[config.mk]
export PLATFORM = sky130hd
export DESIGN_NAME = paged_filter_coefficient_regs
export DESIGN_NICKNAME = d
export VERILOG_FILES = /design/src/shared/paged_coef_pkg.sv /design/src/rtl/coef_pair.sv /design/src/rtl/paged_filter_coefficient_regs.sv
export VERILOG_INCLUDE_DIRS = /design/src /design/src/shared
export SDC_FILE = /design/constraint.sdc
export NUM_CORES = 1
export LEC_CHECK = 0
export BUFFER_PORTS_ARGS = -buffer_cell sky130_fd_sc_hd__buf_2
export CAP_MARGIN = 25
export CORE_MARGIN = 10
export CORE_UTILIZATION = 45
export DETAILED_ROUTE_END_ITERATION = 10
export PLACE_DENSITY = 0.69
export SLEW_MARGIN = 20
export SYNTH_ARGS = -nofsm -noshare
export SYNTH_HDL_FRONTEND = slang
export SYNTH_SLANG_ARGS = --single-unit
[constraint.sdc]
create_clock -name clk -period 1.9 [get_ports clk]
set_clock_uncertainty 0.2 [all_clocks]
set_input_delay 0.475 -clock clk [delete_from_list [all_inputs] [get_ports clk]]
set_output_delay 0.475 -clock clk [all_outputs]
set_load 0.1 [all_outputs]
[src/shared/paged_coef_regs.svh]
// Register offsets, field positions and reset values of the paged bank
`ifndef PAGED_COEF_REGS_SVH
`define PAGED_COEF_REGS_SVH

// ----------------------------------------------------------------
// Offsets (same on both pages for the page selector)
// ----------------------------------------------------------------
`define ADDR_PAGE_SELECTOR     7'h00
`define ADDR_NUM0_HIGH         7'h01
`define ADDR_NUM0_LOW          7'h02
`define ADDR_NUM1_HIGH         7'h03
`define ADDR_NUM1_LOW          7'h04
`define ADDR_NUM2_HIGH         7'h05
`define ADDR_NUM2_LOW          7'h06
`define ADDR_NUM3_HIGH         7'h07
`define ADDR_RSVD_FIRST        7'h6e
`define ADDR_RSVD_LAST         7'h7f

// ----------------------------------------------------------------
// Fields
// ----------------------------------------------------------------
`define PAGE_BIT               0
`define PAGE_ZERO              1'b0
`define PAGE_ONE               1'b1

// ----------------------------------------------------------------
// Reset values
// ----------------------------------------------------------------
`define RST_PAGE_SELECTOR      1'b0
`define RST_NUM0_HIGH          8'h6b
`define RST_NUM0_LOW           8'he3
`define RST_NUM1_HIGH          8'h96
`define RST_NUM1_LOW           8'h66
`define RST_NUM2_HIGH          8'h67
`define RST_NUM2_LOW           8'h5d
`define RST_NUM3_HIGH          8'h6b
`define READ_ZERO              8'h00

`endif
[src/shared/paged_coef_pkg.sv]
// Types shared by the paged coefficient register bank
package paged_coef_pkg;

	typedef logic [7:0]         byte_t;
	typedef logic signed [15:0] coef_t;

	// One register access from the serial control front end
	typedef struct packed {
		logic       wr;
		logic       rd;
		logic [6:0] addr;
		byte_t      wdata;
	} reg_req_t;

	// Applied coefficients seen by the effects filter
	typedef struct packed {
		coef_t numerator_term_zero;
		coef_t numerator_term_one;
		coef_t numerator_term_two;
	} coef_bank_t;

endpackage

[src/rtl/coef_pair.sv]
// One coefficient: high and low byte registers plus the applied value
`timescale 1ns/1ps
`include "paged_coef_regs.svh"

module coef_pair
	import paged_coef_pkg::*;
#(
	parameter byte_t RESET_HIGH = 8'h00,
	parameter byte_t RESET_LOW  = 8'h00
) (
	input  wire logic  clk,
	input  wire logic  rstn,
	input  wire logic  wr_high,
	input  wire logic  wr_low,
	input  wire byte_t wdata,
	output byte_t      high_r,
	output byte_t      low_r,
	output coef_t      coef_r
);

	// ----------------------------------------------------------------
	// Byte registers
	// ----------------------------------------------------------------
	always_ff @(posedge clk or negedge rstn) begin
		if (!rstn) begin
			high_r <= RESET_HIGH;
		end else if (wr_high) begin
			high_r <= wdata;
		end
	end

	always_ff @(posedge clk or negedge rstn) begin
		if (!rstn) begin
			low_r <= RESET_LOW;
		end else if (wr_low) begin
			low_r <= wdata;
		end
	end

	// ----------------------------------------------------------------
	// Applied value: moves only when the low byte completes the pair
	// ----------------------------------------------------------------
	always_ff @(posedge clk or negedge rstn) begin
		if (!rstn) begin
			coef_r <= coef_t'({RESET_HIGH, RESET_LOW});
		end else if (wr_low) begin
			coef_r <= coef_t'({high_r, wdata});
		end
	end

endmodule // coef_pair

[src/rtl/paged_filter_coefficient_regs.sv]
// Paged register bank holding left-channel effects filter coefficients
//
// Summary of operation
// - First-page 110-127 read zero, never written
// - Page bit D0 picks page for accesses
// - Page bit resets to zero, page 0
// - Page selector identical at offset 0, both pages
// - Coefficient is high byte, then low byte
// - Coefficient is signed two's complement sixteen bits
// - Reset values for numerator zero, one high
// - Reset values for num one low, two, three
`timescale 1ns/1ps
`include "paged_coef_regs.svh"

module paged_filter_coefficient_regs
	import paged_coef_pkg::*;
(
	input  wire logic     clk,
	input  wire logic     rstn,
	input  wire reg_req_t req,
	output byte_t         rdata_r,
	output logic          rvalid_r,
	output logic          page_r,
	output coef_bank_t    coefs,
	output byte_t         numerator_term_three_high_r
);

	// ----------------------------------------------------------------
	// Address decode
	// ----------------------------------------------------------------
	logic on_page1;
	logic hit_page;
	logic hit_rsvd;
	logic wr1;

	assign on_page1 = (page_r == `PAGE_ONE);
	assign hit_page = (req.addr == `ADDR_PAGE_SELECTOR);
	assign hit_rsvd = !on_page1 && (req.addr >= `ADDR_RSVD_FIRST) &&
	                  (req.addr <= `ADDR_RSVD_LAST);
	assign wr1      = req.wr && on_page1;

	// ----------------------------------------------------------------
	// Page selector
	// ----------------------------------------------------------------
	// Upper bits are not stored; they read back as zero
	always_ff @(posedge clk or negedge rstn) begin
		if (!rstn) begin
			page_r <= `RST_PAGE_SELECTOR;
		end else if (req.wr && hit_page) begin
			page_r <= req.wdata[`PAGE_BIT];
		end
	end

	// ----------------------------------------------------------------
	// Coefficients (page 1)
	// ----------------------------------------------------------------
	byte_t n0_hi, n0_lo, n1_hi, n1_lo, n2_hi, n2_lo;

	coef_pair #(
		.RESET_HIGH (`RST_NUM0_HIGH),
		.RESET_LOW  (`RST_NUM0_LOW)
	) u_num0 (
		.clk     (clk),
		.rstn    (rstn),
		.wr_high (wr1 && req.addr == `ADDR_NUM0_HIGH),
		.wr_low  (wr1 && req.addr == `ADDR_NUM0_LOW),
		.wdata   (req.wdata),
		.high_r  (n0_hi),
		.low_r   (n0_lo),
		.coef_r  (coefs.numerator_term_zero)
	);

	coef_pair #(
		.RESET_HIGH (`RST_NUM1_HIGH),
		.RESET_LOW  (`RST_NUM1_LOW)
	) u_num1 (
		.clk     (clk),
		.rstn    (rstn),
		.wr_high (wr1 && req.addr == `ADDR_NUM1_HIGH),
		.wr_low  (wr1 && req.addr == `ADDR_NUM1_LOW),
		.wdata   (req.wdata),
		.high_r  (n1_hi),
		.low_r   (n1_lo),
		.coef_r  (coefs.numerator_term_one)
	);

	coef_pair #(
		.RESET_HIGH (`RST_NUM2_HIGH),
		.RESET_LOW  (`RST_NUM2_LOW)
	) u_num2 (
		.clk     (clk),
		.rstn    (rstn),
		.wr_high (wr1 && req.addr == `ADDR_NUM2_HIGH),
		.wr_low  (wr1 && req.addr == `ADDR_NUM2_LOW),
		.wdata   (req.wdata),
		.high_r  (n2_hi),
		.low_r   (n2_lo),
		.coef_r  (coefs.numerator_term_two)
	);

	// Its low byte lives outside this bank, so only the raw byte is exported
	always_ff @(posedge clk or negedge rstn) begin
		if (!rstn) begin
			numerator_term_three_high_r <= `RST_NUM3_HIGH;
		end else if (wr1 && req.addr == `ADDR_NUM3_HIGH) begin
			numerator_term_three_high_r <= req.wdata;
		end
	end

	// ----------------------------------------------------------------
	// Read path: one cycle after the request
	// ----------------------------------------------------------------
	byte_t rdata_nxt;

	always_comb begin
		rdata_nxt = `READ_ZERO;
		if (hit_page) begin
			rdata_nxt = {7'h00, page_r};
		end else if (hit_rsvd) begin
			rdata_nxt = `READ_ZERO;
		end else if (on_page1) begin
			case (req.addr)
				`ADDR_NUM0_HIGH: rdata_nxt = n0_hi;
				`ADDR_NUM0_LOW:  rdata_nxt = n0_lo;
				`ADDR_NUM1_HIGH: rdata_nxt = n1_hi;
				`ADDR_NUM1_LOW:  rdata_nxt = n1_lo;
				`ADDR_NUM2_HIGH: rdata_nxt = n2_hi;
				`ADDR_NUM2_LOW:  rdata_nxt = n2_lo;
				`ADDR_NUM3_HIGH: rdata_nxt = numerator_term_three_high_r;
				default:         rdata_nxt = `READ_ZERO;
			endcase
		end
	end

	always_ff @(posedge clk or negedge rstn) begin
		if (!rstn) begin
			rdata_r  <= `READ_ZERO;
			rvalid_r <= 1'b0;
		end else begin
			rvalid_r <= req.rd;
			if (req.rd) begin
				rdata_r <= rdata_nxt;
			end
		end
	end

endmodule // paged_filter_coefficient_regs

---- Word-level counts from Yosys, hierarchy flattened ----
Index checks and enable logic that the tools add are counted.
operators by class
  order comparisons ....................... 2
  eq/ne operators ......................... 7
  mux-type cells .......................... 4
  reductions and logical operators ........ 13
operators by type and width
  cell                                                    count
  case mux 8 bit (7 select lines)                         1
  == test 7 x 3 -> 1 bit (second input constant)          4
  2-to-1 mux 8 bit                                        3
  == test 7 x 2 -> 1 bit (second input constant)          2
  logical AND 1 bit                                       11
  == test 7 x 1 -> 1 bit (second input constant)          1
  >= comparator 7 bit (second input constant)             1
  less-or-equal comparator 7 bit (second input constant)  1
  logical NOT 7 bit                                       1
  logical NOT 1 bit                                       1
storage, ports and cells
  bits in registers ....................... 114
  input bits .............................. 19
  output and inout bits ................... 66
  word-level logic and storage cells ...... 39

---- Logic depth before layout (Yosys ltp) ----
Gate-level depths: netlist (run 1).
  depth after elaboration ................. 5
  depth in mapped cells ................... 6
  depth with buffers taken out ............ 4

---- Modules after synthesis ----
A second synthesis (run 1) with hierarchy kept.
unflattened totals
  cell total of the unflattened synthesis .. 302
  area, all modules ....................... 4398.0 um^2
by module, submodules not included
  module                         instances  cells an instance  area an instance (um^2)  sequential area each (um^2)
  coef_pair at u_num0 ...        2          59                 1023.5                   619.3
  paged_filter_coefficient_regs  1          125                1331.3                   456.7
  coef_pair at u_num1            1          59                 1019.7                   615.6

---- Worst setup path before layout (run 1) ----
Ideal clock, no wire load.
  kind .................................... register to register
  from .................................... reg page_r
  to ...................................... reg u_num0.coef_r[10]
  library setup time ...................... 0.125 ns
  arrival ................................. 2.091 ns
  required time ........................... 1.575 ns
  slack ................................... -0.517 ns
  stages on the path, launching flop included .. 5
  path buffers ............................ 1
  clock period less this slack ............ 2.417 ns
  path through ............................ dfrtp_1 -> nand3_4 -> nor4_4 -> buf_6 -> mux2_2
between the ends
  longest elaborated chain between the ends .. 2
ends and longest elaborated chain
  element                      RTL line                             text
  from (decl)                  paged_filter_coefficient_regs.sv:23  output logic page_r,
  from (signal assigned)       paged_filter_coefficient_regs.sv:48  page_r <= `RST_PAGE_SELECTOR;
  from (signal assigned)       paged_filter_coefficient_regs.sv:50  page_r <= req.wdata[`PAGE_BIT];
  logical AND 1 bit            paged_filter_coefficient_regs.sv:40  assign wr1 = req.wr && on_page1;
  logical AND 1 bit (no line)  n/a
  to (signal assigned)         coef_pair.sv:45                      coef_r <= coef_t'({RESET_HIGH, RESET_LOW});
  to (signal assigned)         coef_pair.sv:47                      coef_r <= coef_t'({high_r, wdata});
  to (decl)                    coef_pair.sv:18                      output coef_t coef_r
No other way between the ends.
A chain may end at the register's enable or synchronous reset.

---- Final worst setup path (run 1) ----
  from .................................... in req[14] in the netlist's numbering
  to ...................................... reg u_num0.coef_r[11]
between the ends
  longest elaborated chain between the ends .. 2
ends and longest elaborated chain
  element                      RTL line                             text
  from (decl)                  paged_filter_coefficient_regs.sv:20  input wire reg_req_t req,
  == test 7 x 2 -> 1 bit       n/a
  logical AND 1 bit (no line)  n/a
No other way between the ends.

==> results of run 1 <==
==> per-layer routing <==
layer	routed length [µm]	vias up
met5	0	-
li1	-	1263
met3	688	23
met2	4983	90
met4	292	0
met1	4608	1413
==> metrics by stage <==
step	utilization (%)	setup WS, ps	TNS (ps)	total power, W
2_1_floorplan	-	-397.0	-19300	0.002124
3_3_place_gp	62.44	-351.2	-21210	0.002302
3_5_place_dp	62.44	-409.4	-25350	0.002308
4_1_cts	65.35	-21.20	-78.11	0.003744
5_1_grt	66.13	-0.4570	-0.4570	0.003848
6_report	66.13	29.38	0	0.003717
==> placed cells by master (no fill, tap or decap), types with 2 or more instances in the layout <==
| cell type | count |
|---|---|
| nand2_1 | 3 |
| mux2_4 | 26 |
| o22ai_1 | 7 |
| a221oi_1 | 3 |
| mux2_2 | 58 |
| a311oi_1 | 2 |
| dfrtp_1 | 42 |
| dfstp_2 | 47 |
| nor2b_1 | 2 |
| buf_2 | 42 |
| mux4_2 | 3 |
| nand3_4 | 3 |
| bufinv_16 | 2 |
| mux2i_1 | 11 |
| o21ai_0 | 2 |
| buf_12 | 39 |
| buf_4 | 38 |
| a21oi_1 | 3 |
| clkbuf_8 | 9 |
| o32ai_1 | 3 |
| nand2b_1 | 2 |
| nand3b_1 | 2 |
| a211oi_1 | 3 |
| clkbuf_4 | 7 |
| a31oi_1 | 2 |
| nor4_4 | 2 |
| nand3_1 | 3 |
| nand2_8 | 2 |
| nor2_1 | 4 |
| inv_1 | 13 |
==> flip-flops by register name, indices dropped and copies added (netlist names) <==
signal / count
rvalid_r: 1
u_num2.low_r: 7
u_num2.high_r: 8
u_num1.coef_r: 16
numerator_term_three_high_r: 8
page_r: 1
rdata_r: 8
u_num1.high_r: 8
u_num2.coef_r: 9
u_num0.high_r: 8
u_num0.coef_r: 16
==> timing repair <==
action / 4_1_cts / 5_1_grt
hold endpoints to repair: 43 / 0
pin swaps: 2 / 3
hold buffers: 1 / 0
gates resized for setup: 2 / 12
setup buffers: 2 / 1
cloned: 0 / 1
setup endpoints to repair: 8 / 23
==> cells by family (layout without fill, tap and decap cells) <==
kind of cell	Yosys count	in the layout	synth area share, %
compound gates	29	29	5.207
simple gates	31	31	6.223
buf+inv	25	157	3.081
mux	98	98	28.59
flops	90	90	56.90
==> worst max-delay path, cell delays in order <==
cell and delay [ps]:
buf_2 110, nor4_4 290, buf_4 180, nand3_4 100, nor4_4 140, buf_4 190
clkbuf_16 150, mux2_2 330
==> path summary, 6_finish.rpt <==
kind	start	end	cells past startpoint
max reg2reg	page_r	u_num0.coef_r[11]	6
min in group asynchronous	rstn	u_num2.coef_r[12]	3
max	req[14]	u_num0.coef_r[11]	8
min reg2reg	u_num1.coef_r[8]	u_num1.coef_r[8]	1
min	req[15]	rvalid_r	2
max in group asynchronous	rstn	numerator_term_three_high_r[5]	3
==> area by class of cell <==
type / instances / area (µm²)
inverter: 13 / 48.80
tap: 108 / 135.1
clock buffer: 10 / 127.6
fill: 643 / 2968
timing repair buffer: 128 / 1364
clock inverter: 6 / 90.09
sequential: 90 / 2312
multi-input combinational: 158 / 1718
==> power by group <==
part | leakage [nW] | switching [W] | total, W | internal (W)
Sequential | 1.08 | 0.0000117 | 0.00195 | 0.00194
Clock | 0.107 | 0.000693 | 0.00144 | 0.000746
Combinational | 1.48 | 0.000210 | 0.000330 | 0.000120
==> results.py, run 1 <==
metrics = {
    "status": {
        "status": "finished, final reports clean",
    },
    "place": {
        "gp_congestion": 0.8954,
        "dp_cells": 492,
        "placedInstanceArea_um2": 5472,
        "portBuffers": 84,
        "hpwl_mm": 7.753,
    },
    "synth": {
        "ys_types": 43,
        "synth_edf_count": 0,
        "synth_fp_nets": 292,
        "synthCells": 273,
        "synthTopCellsByArea": "dfstp_2 (30%), dfrtp_1 (26%), mux2_2 (20%), mux2_4 (3.7%), mux2i_1 (2.7%)",
        "synth_top_area_share_pct": 30.41,
        "yosysSeqAreaShare_pct": 56.90,
        "synth_seq_cells": 90,
        "synth_area_um2": 4061,
        "yosysWarningCount": 0,
        "yosysMostFrequentCell": "mux2_2",
        "ys.flop_type": "dfstp_2",
        "netlist_top_cells_count": "mux2_2 (72), dfstp_2 (47), dfrtp_1 (43)",
        "syn_area_per_cell_um2": 14.88,
        "synth_top_cell_by_area": "dfstp_2",
        "async_flop_share_pct": 100.0,
    },
    "layout": {
        "layout-drive-gt1-share_pct": 70.62,
        "num-nets-final": 419,
        "instances_no_fill": 513,
        "design_area_um2": 5796,
        "area_growth_pct": 42.70,
        "insertedDiodeCount": 0,
    },
    "clock_tree": {
        "clk_path_buf_depth": 2,
        "root_buffer": "clkbuf_8",
        "clkTransAtPathRegs_ps": 90,
        "cts_made_buffers": 9,
        "htree_levels": 3,
        "clock_latency_ps": 360,
        "cts_tree": "yes",
        "cts_sinks": 90,
    },
    "critical_path": {
        "crit_path_start_kind": "input port",
        "worstPathMaxFanout": 6,
        "worstSetupEndpointType": "flop",
        "worstPathArrival_ps": 1960,
        "reg2reg_slack_ps": 200,
        "required_ps": 1990,
        "worst-setup-path-type": "in2reg",
    },
    "sta": {
        "holdWs_ps": 238.1,
        "worst_pin_slew_ps": 504.7,
        "finalHoldViolations": 0,
        "clock.fmax_mhz": 534.6,
        "slew_headroom_pct": 66.59,
        "min_period_ps": 1871,
        "maxSlewViolCount": 0,
        "post-route-period-util_pct": 98.45,
        "final-setup-viol-count": 0,
    },
    "pwr": {
        "p_leak_nw": 2.672,
        "peakVddDrop_mv": 0.3633,
        "pwr_density_cell_nw_per_um2": 641.4,
    },
    "worst_hold_path": {
        "hold_class": "in2reg",
    },
    "detailed_routing": {
        "drt_iter0_markers": 128,
        "first_pass_iters": 4,
        "ant_nets": 0,
        "wl_per_cell_um": 20.61,
        "vias": 2789,
        "drt-total-wl_mm": 10.57,
        "via_per_inst": 5.437,
        "drc_errors": 0,
    },
    "grt": {
        "gr-total-overflow": 0,
        "grt_usage_pct": 16.26,
        "grt_pass1_wl_mm": 16.88,
        "grt_pass1_vias": 3050,
        "use_met2_pct": 24.59,
        "antenna_found_initial": 0,
        "top_usage_layer": "met2",
        "met3_usage_pct": 5.000,
        "grtUsageMet1_pct": 20.69,
        "grt_max_degree": 91,
    },
    "run": {
        "cap_violations": 0,
    },
    "die": {
        "core_um2": 8763,
        "ios": 85,
        "start_util_pct": 46.34,
        "die_w_um": 115,
        "dieHeight_um": 115,
        "fp-row-count": 34,
        "fp.dieArea_um2": 13230,
    },
}
(Power assumes the default switching activity.)
==> inputs of run 2 (changes only) <==
- CORE_UTILIZATION: 45 -> 47
- PLACE_DENSITY: 0.69 -> 0.71
- SYNTH_HIERARCHICAL: default -> 1
==> run 2 against run 1 <==
Against the previous run: via count fell by 0.11%; non-clock buffer count fell by 2; clock power barely moved; largest cell class unchanged; design area rose by 1.8%; first-iteration DRC count fell by 15%; critical path type unchanged.
==> results.py, run 2 <==
metrics = {
    "synth": {
        "yosysSeqAreaShare_pct": 52.55,
        "synth_top_area_share_pct": 28.08,
        "synth_top_family_by_area": "multiplexers",
        "yosys.area_share.xor_xnor_pct": 0,
        "yosysWarningCount": 6,
        "ys.flop_type": "dfstp_2",
        "synth_compound_area_share_pct": 3.983,
        "netlist_top_cells_count": "dfstp_2 (47), mux2_2 (47), dfrtp_1 (43)",
        "synthCells": 302,
        "async_flop_share_pct": 100.0,
        "synth_fp_nets": 321,
        "synth_top_cell_by_area": "dfstp_2",
        "synth-simple-area-share_pct": 5.775,
        "synth_area_um2": 4398,
        "ys_types": 42,
        "synthTopCellsByArea": "dfstp_2 (28%), dfrtp_1 (24%), mux2_4 (13%), mux2_2 (12%), buf_4 (4.6%)",
        "synthMuxAreaShare_pct": 29.27,
        "synth_seq_cells": 90,
        "syn_area_per_cell_um2": 14.56,
        "synth_edf_count": 0,
        "synthAdderAreaFrac_pct": 0,
    },
    "die": {
        "fp.dieArea_um2": 13630,
        "ios": 85,
        "start_util_pct": 47.82,
        "fp-row-count": 35,
        "core_um2": 9196,
        "die_w_um": 116.7,
        "dieHeight_um": 116.7,
    },
    "clock_tree": {
        "postCtsSetupRepairBufs": 0,
        "clock_latency_ps": 370,
        "clk_path_buf_depth": 2,
        "cts_sinks": 90,
        "htree_levels": 3,
        "cts_tree": "yes",
        "clkTransAtPathRegs_ps": 100,
        "root_buffer": "clkbuf_8",
        "cts_made_buffers": 9,
    },
    "pwr": {
        "p_leak_nw": 2.645,
        "peakVddDrop_mv": 0.3697,
        "power_w": 0.003688,
        "pwr_density_cell_nw_per_um2": 625.2,
    },
    "grt": {
        "grt_pass1_wl_mm": 17.06,
        "gr-total-overflow": 0,
        "grt_pass1_vias": 3007,
        "grt_max_degree": 91,
        "grt_usage_pct": 16.42,
        "antenna_found_initial": 0,
    },
    "sta": {
        "worst_pin_slew_ps": 554.5,
        "post-route-period-util_pct": 99.37,
        "min_period_ps": 1888,
        "maxSlewViolCount": 0,
        "slew_headroom_pct": 62.96,
        "grt_setup_unrepaired": "true",
        "clock.fmax_mhz": 529.7,
        "final-setup-viol-count": 0,
        "finalHoldViolations": 0,
    },
    "status": {
        "status": "finished, final reports clean",
    },
    "critical_path": {
        "worstPathMaxFanout": 8,
        "worstSetupEndpointType": "flop",
        "worstPathArrival_ps": 1940,
        "required_ps": 1950,
        "worst-setup-path-type": "in2reg",
        "crit_path_start_kind": "input port",
    },
    "detailed_routing": {
        "wl_per_cell_um": 21.19,
        "first_pass_iters": 4,
        "drt_iter0_markers": 109,
        "vias": 2786,
        "drt-total-wl_mm": 10.89,
        "via_per_inst": 5.420,
        "ant_nets": 0,
        "drc_errors": 0,
    },
    "layout": {
        "num-nets-final": 417,
        "layout-drive-gt1-share_pct": 71.71,
        "instances_no_fill": 514,
        "final_common_cell": "mux2_4",
        "area_growth_pct": 34.11,
        "insertedDiodeCount": 0,
        "biggestRegsByFlops": "u_num0/coef_r x16, u_num1/coef_r x16, u_num2/coef_r x16",
        "mostFrequentLayoutCells": "mux2_4 (67), dfstp_2 (44), dfrtp_1 (40)",
    },
    "worst_hold_path": {
        "hold_class": "in2reg",
    },
    "place": {
        "gp_congestion": 0.8181,
        "hpwl_mm": 8.225,
        "dp_cells": 497,
        "portBuffers": 84,
    },
    "run": {
        "cap_violations": 0,
    },
}
run 2: cell types whose count changed in the layout (fill, tap and decap cells not counted), sizes merged, moves of 2 or more:
cell,delta
nor2,+5
o32ai,-2
buf,-4
nand3,-4
nand4,+3
a311oi,-2
a211oi,-2
inv,-2
nor2b,+4
nand2b,+2
clkbuf,+3
run 2: path summary, 6_finish.rpt:
kind                                   start           endpoint  slack, ps  cells past startpoint
max                                  req[11]  u_num0/coef_r[15]         10                      7
min                                   req[1]   u_num1/high_r[1]        250                      2
max reg2reg                           page_r  u_num0/coef_r[15]        190                      4
min reg2reg                u_num0/coef_r[10]  u_num0/coef_r[10]        320                      1
max in group asynchronous               rstn  u_num2/coef_r[10]        620                      3
min in group asynchronous               rstn   u_num0/high_r[4]        480                      3
run 2: final cells by class:
class	instances	area (µm²)
fillers	667	3298
flip-flops and latches	90	2326
multi-input cells	161	1847
repair buffers	126	1329
clock buffers	11	162.7
well taps	111	138.9
clock inverters	5	57.56
inverters	10	37.54
run 2: repair_timing:
action | 4_1_cts | 5_1_grt
hold buffers | 1 | 0
endpoints found under the hold margin | 43 | 0
resized for setup | 1 | 12
gates cloned | 0 | 0
setup endpoints to repair | 1 | 17
run 2: cell families (layout without fill, tap and decap cells):
kind of cell	count (synthesis)	count (layout)
and+or+nand+nor	37	37
DFF	90	90
muxes	100	100
buffers and inverters	51	152
AOI/OAI and AO/OA	24	24
run 2: layer usage:
| layer | track usage, % | routed length, µm | vias to the layer above |
|---|---|---|---|
| met5 | 0 | 0 | - |
| met2 | 25.27 | 5173 | 70 |
| met4 | 6.013 | 158 | 0 |
| met3 | 4.674 | 681 | 11 |
| li1 | - | - | 1245 |
| met1 | 21.52 | 4877 | 1460 |
run 2: report_power, final:
part / switching [W] / internal [W] / total, W
logic: 0.000197 / 0.000116 / 0.000313
clock network: 0.000694 / 0.000727 / 0.00142
registers: 0.0000162 / 0.00194 / 0.00195
run 2: critical path, stage by stage:
cell and delay (ps):
buf_2 110, nor4_4 250, buf_4 180, nand4b_1 190, nor2_2 150, buf_4 240
mux2_4 320
run 2: stage by stage:
stage,hold WS (ps),utilization (%),TNS [ps],setup slack [ps],area (µm²)
after floorplan,-20.59,-,-13250,-281.3,4542
after global placement,288.4,61.28,-21060,-336.2,5635
after detailed placement,291.3,61.28,-22880,-352.4,5635
after CTS,247.6,63.81,0,6.069,5868
after global routing,257.1,64.14,-115.7,-23.41,5898
final,247.2,64.14,0,11.99,5898
